[src/rtl/rhb_pkg.sv]
// rhb_pkg: constants, time carrier type and byte codecs of the rtc core
// assumes one 100 MHz clock and a 32.768 kHz tick arriving on a pin
package rhb_pkg;
   typedef struct packed
   {
      logic [7:0] year;
      logic [7:0] mon;
      logic [7:0] mday;
      logic [7:0] wday;
      logic [7:0] hour;
      logic [7:0] min;
      logic [7:0] sec;
   } rhb_time_type;

   localparam int NUM_CLK_BYTES = 14;
   localparam int NUM_RAM_BYTES = 114;
   localparam int NUM_USER_BYTES = 10;
   localparam logic [6:0] ADDR_SEC = 7'h00;
   localparam logic [6:0] ADDR_MIN = 7'h02;
   localparam logic [6:0] ADDR_HOUR = 7'h04;
   localparam logic [6:0] ADDR_WDAY = 7'h06;
   localparam logic [6:0] ADDR_MDAY = 7'h07;
   localparam logic [6:0] ADDR_MON = 7'h08;
   localparam logic [6:0] ADDR_YEAR = 7'h09;
   localparam logic [6:0] ADDR_A = 7'h0A;
   localparam logic [6:0] ADDR_B = 7'h0B;
   localparam logic [6:0] ADDR_C = 7'h0C;
   localparam logic [6:0] ADDR_D = 7'h0D;
   localparam logic [9:0] TIME_BYTE_MASK = 10'h3D5;
   localparam int B_FREEZE = 7;
   localparam int B_PIE = 6;
   localparam int B_AIE = 5;
   localparam int B_UIE = 4;
   localparam int B_WAVE = 3;
   localparam int B_BIN = 2;
   localparam int B_H24 = 1;
   localparam logic [7:0] B_PIN_CLR = 8'h78;
   localparam logic [7:0] REG_A_RST = 8'h26;
   localparam logic [7:0] REG_B_RST = 8'h02;
   localparam logic [7:0] REG_D_VAL = 8'h80;
   localparam logic [2:0] OSC_RUN = 3'h2;
   localparam logic [1:0] DONT_CARE = 2'h3;
   localparam rhb_time_type TIME_RST = 56'h00_01_01_01_00_00_00;
   localparam int DIV_W = 15;
   localparam int TICK_HZ = 32768;
   localparam int LEAD_US = 244;
   localparam int LEAD_TICKS = (LEAD_US * TICK_HZ + 999999) / 1000000;
   localparam int UPD_US = 2000;
   localparam int UPD_TICKS = (UPD_US * TICK_HZ) / 1000000;

   function automatic logic [7:0] rhb_enc(input logic [7:0] v,
                                          input logic bin);
      logic [7:0] t;
      logic [7:0] o;
      t = v / 8'h0A;
      o = v % 8'h0A;
      return bin ? v : {t[3:0], o[3:0]};
   endfunction

   function automatic logic [7:0] rhb_dec(input logic [7:0] b,
                                          input logic bin);
      return bin ? b : 8'(8'(b[7:4]) * 8'h0A + 8'(b[3:0]));
   endfunction

   function automatic logic [7:0] rhb_henc(input logic [7:0] h,
                                           input logic bin,
                                           input logic h24);
      logic [7:0] hh;
      logic [7:0] e;
      hh = (h == 8'h00) ? 8'h0C : (h > 8'h0C) ? 8'(h - 8'h0C) : h;
      e = rhb_enc(hh, bin);
      return h24 ? rhb_enc(h, bin) : {h > 8'h0B, e[6:0]};
   endfunction

   function automatic logic [7:0] rhb_hdec(input logic [7:0] b,
                                           input logic bin,
                                           input logic h24);
      logic [7:0] hh;
      hh = rhb_dec({1'b0, b[6:0]}, bin);
      hh = (hh == 8'h0C) ? 8'h00 : hh;
      return h24 ? rhb_dec(b, bin) : 8'(hh + (b[7] ? 8'h0C : 8'h00));
   endfunction
endpackage

[src/rtl/rhb_sync2.sv]
// rhb_sync2: two-flop level synchroniser for a bundle of pins
// assumes each bit is a slow level; bundles are not coherent words
`timescale 1ns/1ns
module rhb_sync2 #(parameter int W = 1)
(
   // clock and reset
   input wire logic clk,
   input wire logic rst,
   // pin levels in, synchronised levels out
   input wire logic [W-1:0] d,
   output logic [W-1:0] q
);
   logic [W-1:0] meta_q;

   always_ff @(posedge clk or posedge rst)
   begin
      if (rst)
      begin
         meta_q <= '0;
         q <= '0;
      end
      else
      begin
         meta_q <= d;
         q <= meta_q;
      end
   end
endmodule

[src/rtl/rhb_cal_step.sv]
// rhb_cal_step: next second of the binary internal calendar
// assumes fields hold legal binary values; 24-hour internal form
`timescale 1ns/1ns
module rhb_cal_step
(
   // current and next time
   input rhb_pkg::rhb_time_type cur,
   output rhb_pkg::rhb_time_type nxt
);
   logic [7:0] last_day;

   always_comb
   begin
      unique case (cur.mon)
         8'h04, 8'h06, 8'h09, 8'h0B: last_day = 8'h1E;
         8'h02: last_day = (cur.year[1:0] == 2'h0) ? 8'h1D : 8'h1C;
         default: last_day = 8'h1F;
      endcase
   end

   // each field carries only when all lower fields wrap
   always_comb
   begin
      nxt = cur;
      nxt.sec = 8'(cur.sec + 8'h01);
      if (cur.sec >= 8'h3B)
      begin
         nxt.sec = 8'h00;
         nxt.min = 8'(cur.min + 8'h01);
         if (cur.min >= 8'h3B)
         begin
            nxt.min = 8'h00;
            nxt.hour = 8'(cur.hour + 8'h01);
            if (cur.hour >= 8'h17)
            begin
               nxt.hour = 8'h00;
               nxt.wday = (cur.wday >= 8'h07) ? 8'h01 : 8'(cur.wday + 8'h01);
               nxt.mday = 8'(cur.mday + 8'h01);
               if (cur.mday >= last_day)
               begin
                  nxt.mday = 8'h01;
                  nxt.mon = 8'(cur.mon + 8'h01);
                  if (cur.mon >= 8'h0C)
                  begin
                     nxt.mon = 8'h01;
                     nxt.year = (cur.year >= 8'h63) ? 8'h00 :
                                8'(cur.year + 8'h01);
                  end
               end
            end
         end
      end
   end
endmodule

[src/rtl/rhb_core.sv]
// rhb_core: host bus, flags, interrupt, wave output and update cycle
// assumes all pins but ram_ce_in_n are asynchronous and pass the two-flop synchroniser
`timescale 1ns/1ns
module rhb_core #(parameter int NUM_RAM = rhb_pkg::NUM_RAM_BYTES)
(
   // clock and reset
   input wire logic clk,
   input wire logic rst,
   // multiplexed host bus
   input wire logic [7:0] mux_addr_data_in,
   output logic [7:0] mux_addr_data_out,
   output logic mux_addr_data_oe,
   input wire logic addr_strobe,
   input wire logic data_strobe,
   input wire logic rw_strobe,
   input wire logic chip_sel_n,
   input wire logic bus_style_select,
   // device reset pin and open-drain interrupt
   input wire logic reset_pin_n,
   output logic irq_out,
   output logic irq_oe,
   // time base and square wave
   input wire logic osc_tick,
   output logic wave_out,
   // external ram enable
   input wire logic ram_power_good,
   input wire logic ram_ce_in_n,
   output logic ram_ce_out_n
);
   typedef enum logic [2:0]
   {
      UPD_IDLE = 3'b001,
      UPD_LEAD = 3'b010,
      UPD_BUSY = 3'b100
   } rhb_upd_type;

   logic [15:0] pin_s;
   logic [7:0] ad_s;
   logic as_s, ds_s, rw_s, cs_n_s, style_s, rpin_n_s, tick_s, pgood_s;
   logic as_p_q, ds_p_q, rw_p_q, tick_p_q;
   logic as_fall, tick, sel;
   logic rd_act, rd_start, wr_ev, rd_go, wr_go, drive, c_clear;
   logic [6:0] addr_q;
   logic [6:0] ram_idx;
   logic [7:0] rd_mux, rd_q;
   logic [7:0] reg_a_q, reg_b_q;
   logic pf_q, af_q, uf_q, irqf_q, irq_any;
   logic ev_pf, ev_af, ev_uf;
   logic [7:0] ram_q [NUM_RAM];
   logic [7:0] user_q [rhb_pkg::NUM_USER_BYTES];
   logic [7:0] nfmt [rhb_pkg::NUM_USER_BYTES];
   rhb_pkg::rhb_time_type time_q, nxt_t;
   logic [rhb_pkg::DIV_W-1:0] div_q;
   logic [7:0] upd_cnt_q;
   rhb_upd_type upd_q;
   logic run, hold, wrap, upd_end, update_pending, inh, bin, h24, alarm_hit;
   logic [3:0] rate, tap_idx;
   logic tap, tap_on, tap_p_q, wave_q;

   rhb_sync2 #(.W(16)) u_sync
   (
      .clk(clk),
      .rst(rst),
      .d({mux_addr_data_in, addr_strobe, data_strobe, rw_strobe,
          chip_sel_n, bus_style_select, reset_pin_n, osc_tick,
          ram_power_good}),
      .q(pin_s)
   );

   assign {ad_s, as_s, ds_s, rw_s, cs_n_s, style_s, rpin_n_s, tick_s,
           pgood_s} = pin_s;

   always_ff @(posedge clk or posedge rst)
   begin
      if (rst)
      begin
         as_p_q <= 1'b0;
         ds_p_q <= 1'b0;
         rw_p_q <= 1'b0;
         tick_p_q <= 1'b0;
      end
      else
      begin
         as_p_q <= as_s;
         ds_p_q <= ds_s;
         rw_p_q <= rw_s;
         tick_p_q <= tick_s;
      end
   end

   assign as_fall = as_p_q & ~as_s;
   assign tick = ~tick_p_q & tick_s;
   assign inh = reg_b_q[rhb_pkg::B_FREEZE];
   assign bin = reg_b_q[rhb_pkg::B_BIN];
   assign h24 = reg_b_q[rhb_pkg::B_H24];

   // address latch runs even while deselected
   always_ff @(posedge clk or posedge rst)
   begin
      if (rst)
         addr_q <= 7'h00;
      else if (as_fall)
         addr_q <= ad_s[6:0];
   end

   // a held-low reset pin or bad power refuses every access
   assign sel = ~cs_n_s & rpin_n_s & pgood_s;

   always_comb
   begin
      if (style_s)
      begin
         rd_act = ds_s & rw_s;
         rd_start = ~ds_p_q & ds_s & rw_s;
         wr_ev = ds_p_q & ~ds_s & ~rw_s;
      end
      else
      begin
         rd_act = ~ds_s;
         rd_start = ds_p_q & ~ds_s;
         wr_ev = ~rw_p_q & rw_s;
      end
   end

   assign rd_go = rd_start & sel;
   assign wr_go = wr_ev & sel;
   assign drive = rd_act & sel;
   assign c_clear = rd_go & (addr_q == rhb_pkg::ADDR_C);
   assign mux_addr_data_oe = drive;
   assign mux_addr_data_out = rd_q;
   assign ram_idx = 7'(addr_q - 7'(rhb_pkg::NUM_CLK_BYTES));

   always_comb
   begin
      if (addr_q < 7'(rhb_pkg::NUM_USER_BYTES))
         rd_mux = user_q[addr_q[3:0]];
      else if (addr_q == rhb_pkg::ADDR_A)
         rd_mux = {update_pending, reg_a_q[6:0]};
      else if (addr_q == rhb_pkg::ADDR_B)
         rd_mux = reg_b_q;
      else if (addr_q == rhb_pkg::ADDR_C)
         rd_mux = {irqf_q, pf_q, af_q, uf_q, 4'h0};
      else if (addr_q == rhb_pkg::ADDR_D)
         rd_mux = rhb_pkg::REG_D_VAL;
      else
         rd_mux = ram_q[ram_idx];
   end

   // frozen while driving, so a flag clear cannot change the byte
   always_ff @(posedge clk or posedge rst)
   begin
      if (rst)
         rd_q <= 8'h00;
      else if (!drive)
         rd_q <= rd_mux;
   end

   always_ff @(posedge clk or posedge rst)
   begin
      if (rst)
         reg_a_q <= rhb_pkg::REG_A_RST;
      else if (wr_go && addr_q == rhb_pkg::ADDR_A)
         reg_a_q <= {1'b0, ad_s[6:0]};
   end

   always_ff @(posedge clk or posedge rst)
   begin
      if (rst)
         reg_b_q <= rhb_pkg::REG_B_RST;
      else if (!rpin_n_s)
         reg_b_q <= reg_b_q & ~rhb_pkg::B_PIN_CLR;
      else if (wr_go && addr_q == rhb_pkg::ADDR_B)
         reg_b_q <= ad_s;
   end

   // storage bytes carry no reset: contents are the user's
   always_ff @(posedge clk)
   begin
      if (wr_go && addr_q >= 7'(rhb_pkg::NUM_CLK_BYTES))
         ram_q[ram_idx] <= ad_s;
   end

   assign irq_any = (pf_q & reg_b_q[rhb_pkg::B_PIE]) |
                    (af_q & reg_b_q[rhb_pkg::B_AIE]) |
                    (uf_q & reg_b_q[rhb_pkg::B_UIE] & ~inh);

   // an event in the clearing cycle survives in pf_q, af_q and uf_q: set wins; for irqf_q clear wins
   always_ff @(posedge clk or posedge rst)
   begin
      if (rst)
      begin
         pf_q <= 1'b0;
         af_q <= 1'b0;
         uf_q <= 1'b0;
         irqf_q <= 1'b0;
      end
      else if (!rpin_n_s)
      begin
         pf_q <= 1'b0;
         af_q <= 1'b0;
         uf_q <= 1'b0;
         irqf_q <= 1'b0;
      end
      else
      begin
         pf_q <= ev_pf | (pf_q & ~c_clear);
         af_q <= ev_af | (af_q & ~c_clear);
         uf_q <= ev_uf | (uf_q & ~c_clear);
         irqf_q <= ~c_clear & (irqf_q | irq_any);
      end
   end

   assign irq_out = 1'b0;
   assign irq_oe = irqf_q & rpin_n_s;

   // divider: 010 runs it, 11x holds it cleared, else stopped
   assign run = reg_a_q[6:4] == rhb_pkg::OSC_RUN;
   assign hold = reg_a_q[6:5] == 2'h3;
   assign wrap = run & tick & (div_q == '1);

   always_ff @(posedge clk or posedge rst)
   begin
      if (rst)
         div_q <= '0;
      else if (hold)
         div_q <= '0;
      else if (run && tick)
         div_q <= div_q + 1'b1;
   end

   always_ff @(posedge clk or posedge rst)
   begin
      if (rst)
      begin
         upd_q <= UPD_IDLE;
         upd_cnt_q <= 8'h00;
      end
      else if (!run)
         upd_q <= UPD_IDLE;
      else
      begin
         unique case (upd_q)
            UPD_IDLE:
               if (tick && div_q == rhb_pkg::DIV_W'(2 ** rhb_pkg::DIV_W - 1
                   - rhb_pkg::LEAD_TICKS))
                  upd_q <= UPD_LEAD;
            UPD_LEAD:
               if (wrap)
               begin
                  upd_q <= UPD_BUSY;
                  upd_cnt_q <= 8'h00;
               end
            UPD_BUSY:
               if (upd_end)
                  upd_q <= UPD_IDLE;
               else if (tick)
                  upd_cnt_q <= 8'(upd_cnt_q + 8'h01);
         endcase
      end
   end

   assign upd_end = (upd_q == UPD_BUSY) & run & tick &
                    (upd_cnt_q == 8'(rhb_pkg::UPD_TICKS - 1));
   assign update_pending = upd_q != UPD_IDLE;
   assign ev_uf = upd_end;

   rhb_cal_step u_cal
   (
      .cur(time_q),
      .nxt(nxt_t)
   );

   // internal copy in binary 24-hour form; host writes decoded
   always_ff @(posedge clk or posedge rst)
   begin
      if (rst)
         time_q <= rhb_pkg::TIME_RST;
      else if (upd_end)
         time_q <= nxt_t;
      else if (wr_go)
      begin
         case (addr_q)
            rhb_pkg::ADDR_SEC: time_q.sec <= rhb_pkg::rhb_dec(ad_s, bin);
            rhb_pkg::ADDR_MIN: time_q.min <= rhb_pkg::rhb_dec(ad_s, bin);
            rhb_pkg::ADDR_HOUR:
               time_q.hour <= rhb_pkg::rhb_hdec(ad_s, bin, h24);
            rhb_pkg::ADDR_WDAY: time_q.wday <= rhb_pkg::rhb_dec(ad_s, bin);
            rhb_pkg::ADDR_MDAY: time_q.mday <= rhb_pkg::rhb_dec(ad_s, bin);
            rhb_pkg::ADDR_MON: time_q.mon <= rhb_pkg::rhb_dec(ad_s, bin);
            rhb_pkg::ADDR_YEAR: time_q.year <= rhb_pkg::rhb_dec(ad_s, bin);
            default: ;
         endcase
      end
   end

   always_comb
   begin
      nfmt = user_q;
      nfmt[0] = rhb_pkg::rhb_enc(nxt_t.sec, bin);
      nfmt[2] = rhb_pkg::rhb_enc(nxt_t.min, bin);
      nfmt[4] = rhb_pkg::rhb_henc(nxt_t.hour, bin, h24);
      nfmt[6] = rhb_pkg::rhb_enc(nxt_t.wday, bin);
      nfmt[7] = rhb_pkg::rhb_enc(nxt_t.mday, bin);
      nfmt[8] = rhb_pkg::rhb_enc(nxt_t.mon, bin);
      nfmt[9] = rhb_pkg::rhb_enc(nxt_t.year, bin);
   end

   // a host write wins over the copy for that one byte
   for (genvar gi = 0; gi < rhb_pkg::NUM_USER_BYTES; gi++)
   begin : g_user
      always_ff @(posedge clk or posedge rst)
      begin
         if (rst)
            user_q[gi] <= 8'h00;
         else if (wr_go && addr_q == 7'(gi))
            user_q[gi] <= ad_s;
         else if (upd_end && !inh && rhb_pkg::TIME_BYTE_MASK[gi])
            user_q[gi] <= nfmt[gi];
      end
   end

   // alarm compares formatted bytes, so it follows the format bits
   always_comb
   begin
      alarm_hit = 1'b1;
      for (int k = 0; k < 3; k++)
      begin
         if (user_q[2 * k + 1][7:6] != rhb_pkg::DONT_CARE &&
             user_q[2 * k + 1] != nfmt[2 * k])
            alarm_hit = 1'b0;
      end
   end

   assign ev_af = upd_end & alarm_hit;

   assign rate = reg_a_q[3:0];
   assign tap_on = rate != 4'h0;
   assign tap_idx = (rate == 4'h1) ? 4'h6 : (rate == 4'h2) ? 4'h7 :
                    4'(rate - 4'h2);
   assign tap = div_q[tap_idx];
   assign ev_pf = tap_on & tap_p_q & ~tap;

   always_ff @(posedge clk or posedge rst)
   begin
      if (rst)
      begin
         tap_p_q <= 1'b0;
         wave_q <= 1'b0;
      end
      else
      begin
         tap_p_q <= tap;
         wave_q <= reg_b_q[rhb_pkg::B_WAVE] & tap_on & tap;
      end
   end

   assign wave_out = wave_q;

   // pass-through kept combinational for the short enable path
   assign ram_ce_out_n = pgood_s ? ram_ce_in_n : 1'b1;
endmodule

[config.mk]
export PLATFORM = sky130hd
export DESIGN_NAME = rhb_core
export DESIGN_NICKNAME = d
export VERILOG_FILES = /design/src/rtl/rhb_pkg.sv /design/src/rtl/rhb_sync2.sv /design/src/rtl/rhb_cal_step.sv /design/src/rtl/rhb_core.sv
export SDC_FILE = /design/constraint.sdc
export NUM_CORES = 2
export LEC_CHECK = 0
export BUFFER_PORTS_ARGS = -buffer_cell sky130_fd_sc_hd__buf_4
export CORE_MARGIN = 5
export CORE_UTILIZATION = 50
export CTS_BUF_LIST = sky130_fd_sc_hd__clkbuf_16
export DETAILED_ROUTE_END_ITERATION = 10
export HOLD_SLACK_MARGIN = 0.03
export PLACE_DENSITY = 0.67
export SYNTH_ARGS = -nofsm -noshare
export SYNTH_HDL_FRONTEND = slang
export SYNTH_SLANG_ARGS = --single-unit
export TNS_END_PERCENT = 20
[constraint.sdc]
create_clock -name clk -period 11.7 [get_ports clk]
set_clock_uncertainty 0.2 [all_clocks]
set_input_delay 1.17 -clock clk [delete_from_list [all_inputs] [get_ports clk]]
set_output_delay 1.17 -clock clk [all_outputs]
set_load 0.01 [all_outputs]
==> results.yml <==
setup_path:
  critPathMaxFanout: 24
  cp.required_ps: 12070
  startpoint_type: "flop"
  crit_type: "flop to flop"
  crit_top_cell: "ha_1"
  path_delay_family: "compound AO/OA/AOI/OAI gates"
  slowest_delay_ps: 660
  slowest_stage: "a22oi_4"
  crit_buf_inv: 2
  end_kind: "flop"
  critPathArrivalTime_ps: 8630
global_route:
  grt.overflow.total: 0
  grt_usage_pct: 23.98
  grt_max_degree: 122
  antenna_found_initial: 2
  grt_pass1_wl_mm: 207.8
  grt_pass1_vias: 32850
drt:
  routed_wl_mm: 136.5
  vias: 33450
  viasPerCell: 6.343
  antenna_left: 0
  firstDrtPassIters: 6
  route.detailed.drc: 0
  detail_route.wl_per_cell_um: 25.87
  first_iter_violations: 3575
sta:
  final_max_slew_viol_count: 0
  finalHoldViolations: 0
  setup_tns_ps: 0
  worst_pin_slew_ps: 1167
  setup_viol: 0
  fin_crit_ps: 8255
  min_period_over_period_pct: 70.55
  max_freq_mhz: 121.1
  worst_slack_ps: 3445
  rsz0062_at_grt: "false"
  relSlewSlack_pct: 21.41
layout:
  syn_to_final_growth_pct: 10.51
  drive_above_1_share_pct: 18.06
  regArea_um2: 33290
  nets: 3850
  fill_cells: 8412
  final_cells: 5274
  multiInputGateArea_um2: 19280
synthesis:
  avgSynthCellArea_um2: 14.18
  netlist_instances: 3778
  synth_area_leaders: "edfxtp_1 51%, mux4_2 13%, dfrtp_1 11%"
  synth-async-reset-ratio_pct: 20.42
  synth_top_area_cell: "edfxtp_1"
  seq_area_frac_synth_pct: 62.05
  syn-num-nets: 3858
  ys_seq_elements: 1146
  yosys_warnings: 0
  ys_types: 108
  synth_edf_count: 912
  synth_top_area_share_pct: 51.11
  synth_area_um2: 53590
  synth_top_flop_cell: "edfxtp_1"
clock_network:
  cts.sinks: 1146
  htreeDepth: 3
  clkSlewWorstSetupHoldPaths_ps: 60
  clock_latency_ps: 720
  postCtsSetupBuffers: 0
  holdBufCountCts: 0
  cts_tree: "yes"
  clockBufferDepth: 3
  cts_buffers: 114
  cts_resized: 0
  cts_root_buffer: "clkbuf_16"
power_and_ir_drop:
  powerDensity_nw_per_um2: 162.9
  irDropWorstVdd_mv: 0.2186
  switchingPower_mw: 2.493
  combPwrFrac_pct: 14.3
  pwr-share-clk_pct: 38.7
  swShare_pct: 25.85
  p_leak_nw: 20.09
  power.share.sequential_pct: 47.0
  p_int_mw: 7.152
placement:
  place_ws_ps: 3471
  portBuffers: 30
  dp.cells: 5057
  hpwl_mm: 85.56
  gp_congestion: 0.8785
floorplanning:
  die_h_um: 337.4
  rows: 120
  ioPinCount: 32
  fp.dieArea_um2: 113800
  die_w_um: 337.4
  start_util_pct: 50.20
  coreArea_um2: 106800
flow_run:
  maxCapViolations: 0
run_status:
  outcome: "completed"
worst_hold_path:
  holdCritPathClass: "flop to flop"
==> cell usage after synthesis, types with 7 or more instances <==
cell,number
edfxtp_1,912
nor2_1,345
nand2_1,326
mux4_2,298
dfrtp_1,226
o21ai_0,199
a21oi_1,182
clkbuf_1,162
nor3_1,67
nand3_1,64
inv_1,63
a211oi_1,58
ha_1,58
mux2_2,53
xnor2_1,53
mux2i_1,50
o211ai_1,43
a31oi_1,40
xor2_1,38
and3_1,29
and2_1,27
buf_1,27
buf_2,26
nand4_1,22
nor4_1,18
o21ai_1,18
a21o_1,17
a22oi_1,17
nand2b_1,17
o22ai_1,16
o31ai_1,16
or2_2,16
nor2b_1,15
o21a_1,15
or3_1,14
a311oi_1,12
o41ai_1,12
nor3b_1,11
a221oi_1,9
o221ai_1,9
and4_1,8
dfstp_2,8
a2111oi_0,7
o211a_1,7
o31a_1,7
==> path summary, 6_finish.rpt <==
path                       cells after the start           end        startpoint  slack, ps
max                                           25          af_q         time_q[0]       3450
min                                            0   u_sync.q[6]  u_sync.meta_q[6]        150
max reg2reg                                   25          af_q         time_q[0]       3450
min reg2reg                                    0   u_sync.q[6]  u_sync.meta_q[6]        150
max in group asynchronous                      3  u_sync.q[15]               rst       9430
min in group asynchronous                      2     user_q[5]               rst        470
==> area by class of cell <==
| type | count | area share [%] |
|---|---|---|
| Antenna cell | 1 | 0.004226 |
| Clock buffer | 117 | 4.944 |
| Clock inverter | 99 | 1.616 |
| Inverter | 66 | 0.4310 |
| Multi-Input combinational cell | 2346 | 32.56 |
| Sequential cell | 1146 | 56.22 |
| Tap cell | 1403 | 2.964 |
| Timing Repair Buffer | 96 | 1.259 |
==> through the flow <==
stage	total power [mW]	utilization (%)	instance area [um2]	hold slack, ps
2_1_floorplan	5.510	-	53590	131.2
3_3_place_gp	5.979	51.83	55330	133.6
3_5_place_dp	5.995	51.83	55330	135.5
4_1_cts	9.703	55.47	59220	150.0
5_1_grt	9.972	55.47	59220	157.3
6_report	9.645	55.47	59220	148.3
==> sequential cells by signal (all words and copies together) (netlist names), 15 cells and up <==
name           flops
u_sync.q          16
user_q            56
u_sync.meta_q     16
time_q            56
nfmt              24
ram_q            912
div_q             15
==> power by group through the flow <==
stage / Sequential [mW] / Clock (mW) / Combinational (mW)
final: 4.53 / 3.73 / 1.38
after global routing: 4.53 / 3.97 / 1.47
after CTS: 4.53 / 3.78 / 1.39
after detailed placement: 4.61 / 0 / 1.38
after global placement: 4.61 / 0 / 1.37
after floorplan: 4.58 / 0 / 0.927
==> placed cells by master (no fill, tap or decap), types with 16 or more instances in the layout <==
cell | netlist | routed
o211ai_1 | 43 | 43
clkinv_1 | 2 | 32
nand2_1 | 326 | 326
o31ai_1 | 16 | 16
o21ai_0 | 199 | 199
or2_2 | 16 | 16
ha_1 | 58 | 57
a211oi_1 | 58 | 58
mux2_2 | 53 | 53
edfxtp_1 | 912 | 912
o21ai_1 | 18 | 18
buf_4 | 4 | 94
o22ai_1 | 16 | 16
nor2_1 | 345 | 345
nand3_1 | 64 | 64
and2_1 | 27 | 27
dfrtp_1 | 226 | 215
nand4_1 | 22 | 22
inv_1 | 63 | 82
xor2_1 | 38 | 37
nand2b_1 | 17 | 17
mux4_2 | 298 | 298
mux2i_1 | 50 | 50
nor4_1 | 18 | 17
and3_1 | 29 | 29
clkbuf_16 | 0 | 117
a21o_1 | 17 | 17
a21oi_1 | 182 | 182
nor3_1 | 67 | 66
xnor2_1 | 53 | 50
a22oi_1 | 17 | 17
a31oi_1 | 40 | 40
==> cell families (layout without fill, tap and decap cells) <==
kind of cell	Yosys count	count (layout)	share of synthesized area [%]
buffers and inverters	286	378	2.094
and+or+nand+nor	1012	1012	8.602
AOI/OAI and AO/OA	772	772	9.522
adders and majority gates	65	65	1.541
other	1	2	0.006998
xor gates and xnor gates	92	92	1.529
muxes	404	404	14.65
DFF	1146	1146	62.05
==> routing by layer <==
metal / routed length (um) / track usage, %
met3: 9553 / 3.749
met5: 0 / 0
met2: 67010 / 39.39
met4: 4390 / 7.308
met1: 55500 / 33.53
==> worst reg2reg max path, delay by kind of cell (launching register included) <==
| kind | cells | cell delay [ps] |
|---|---|---|
| and+or+nand+nor | 7 | 1640 |
| DFF | 1 | 450 |
| xor gates and xnor gates | 2 | 550 |
| AOI/OAI and AO/OA | 10 | 3340 |
| adders and majority gates | 3 | 960 |
| buffers and inverters | 2 | 620 |
| muxes | 1 | 410 |
No activity file was read; power rests on OpenSTA's default activity.
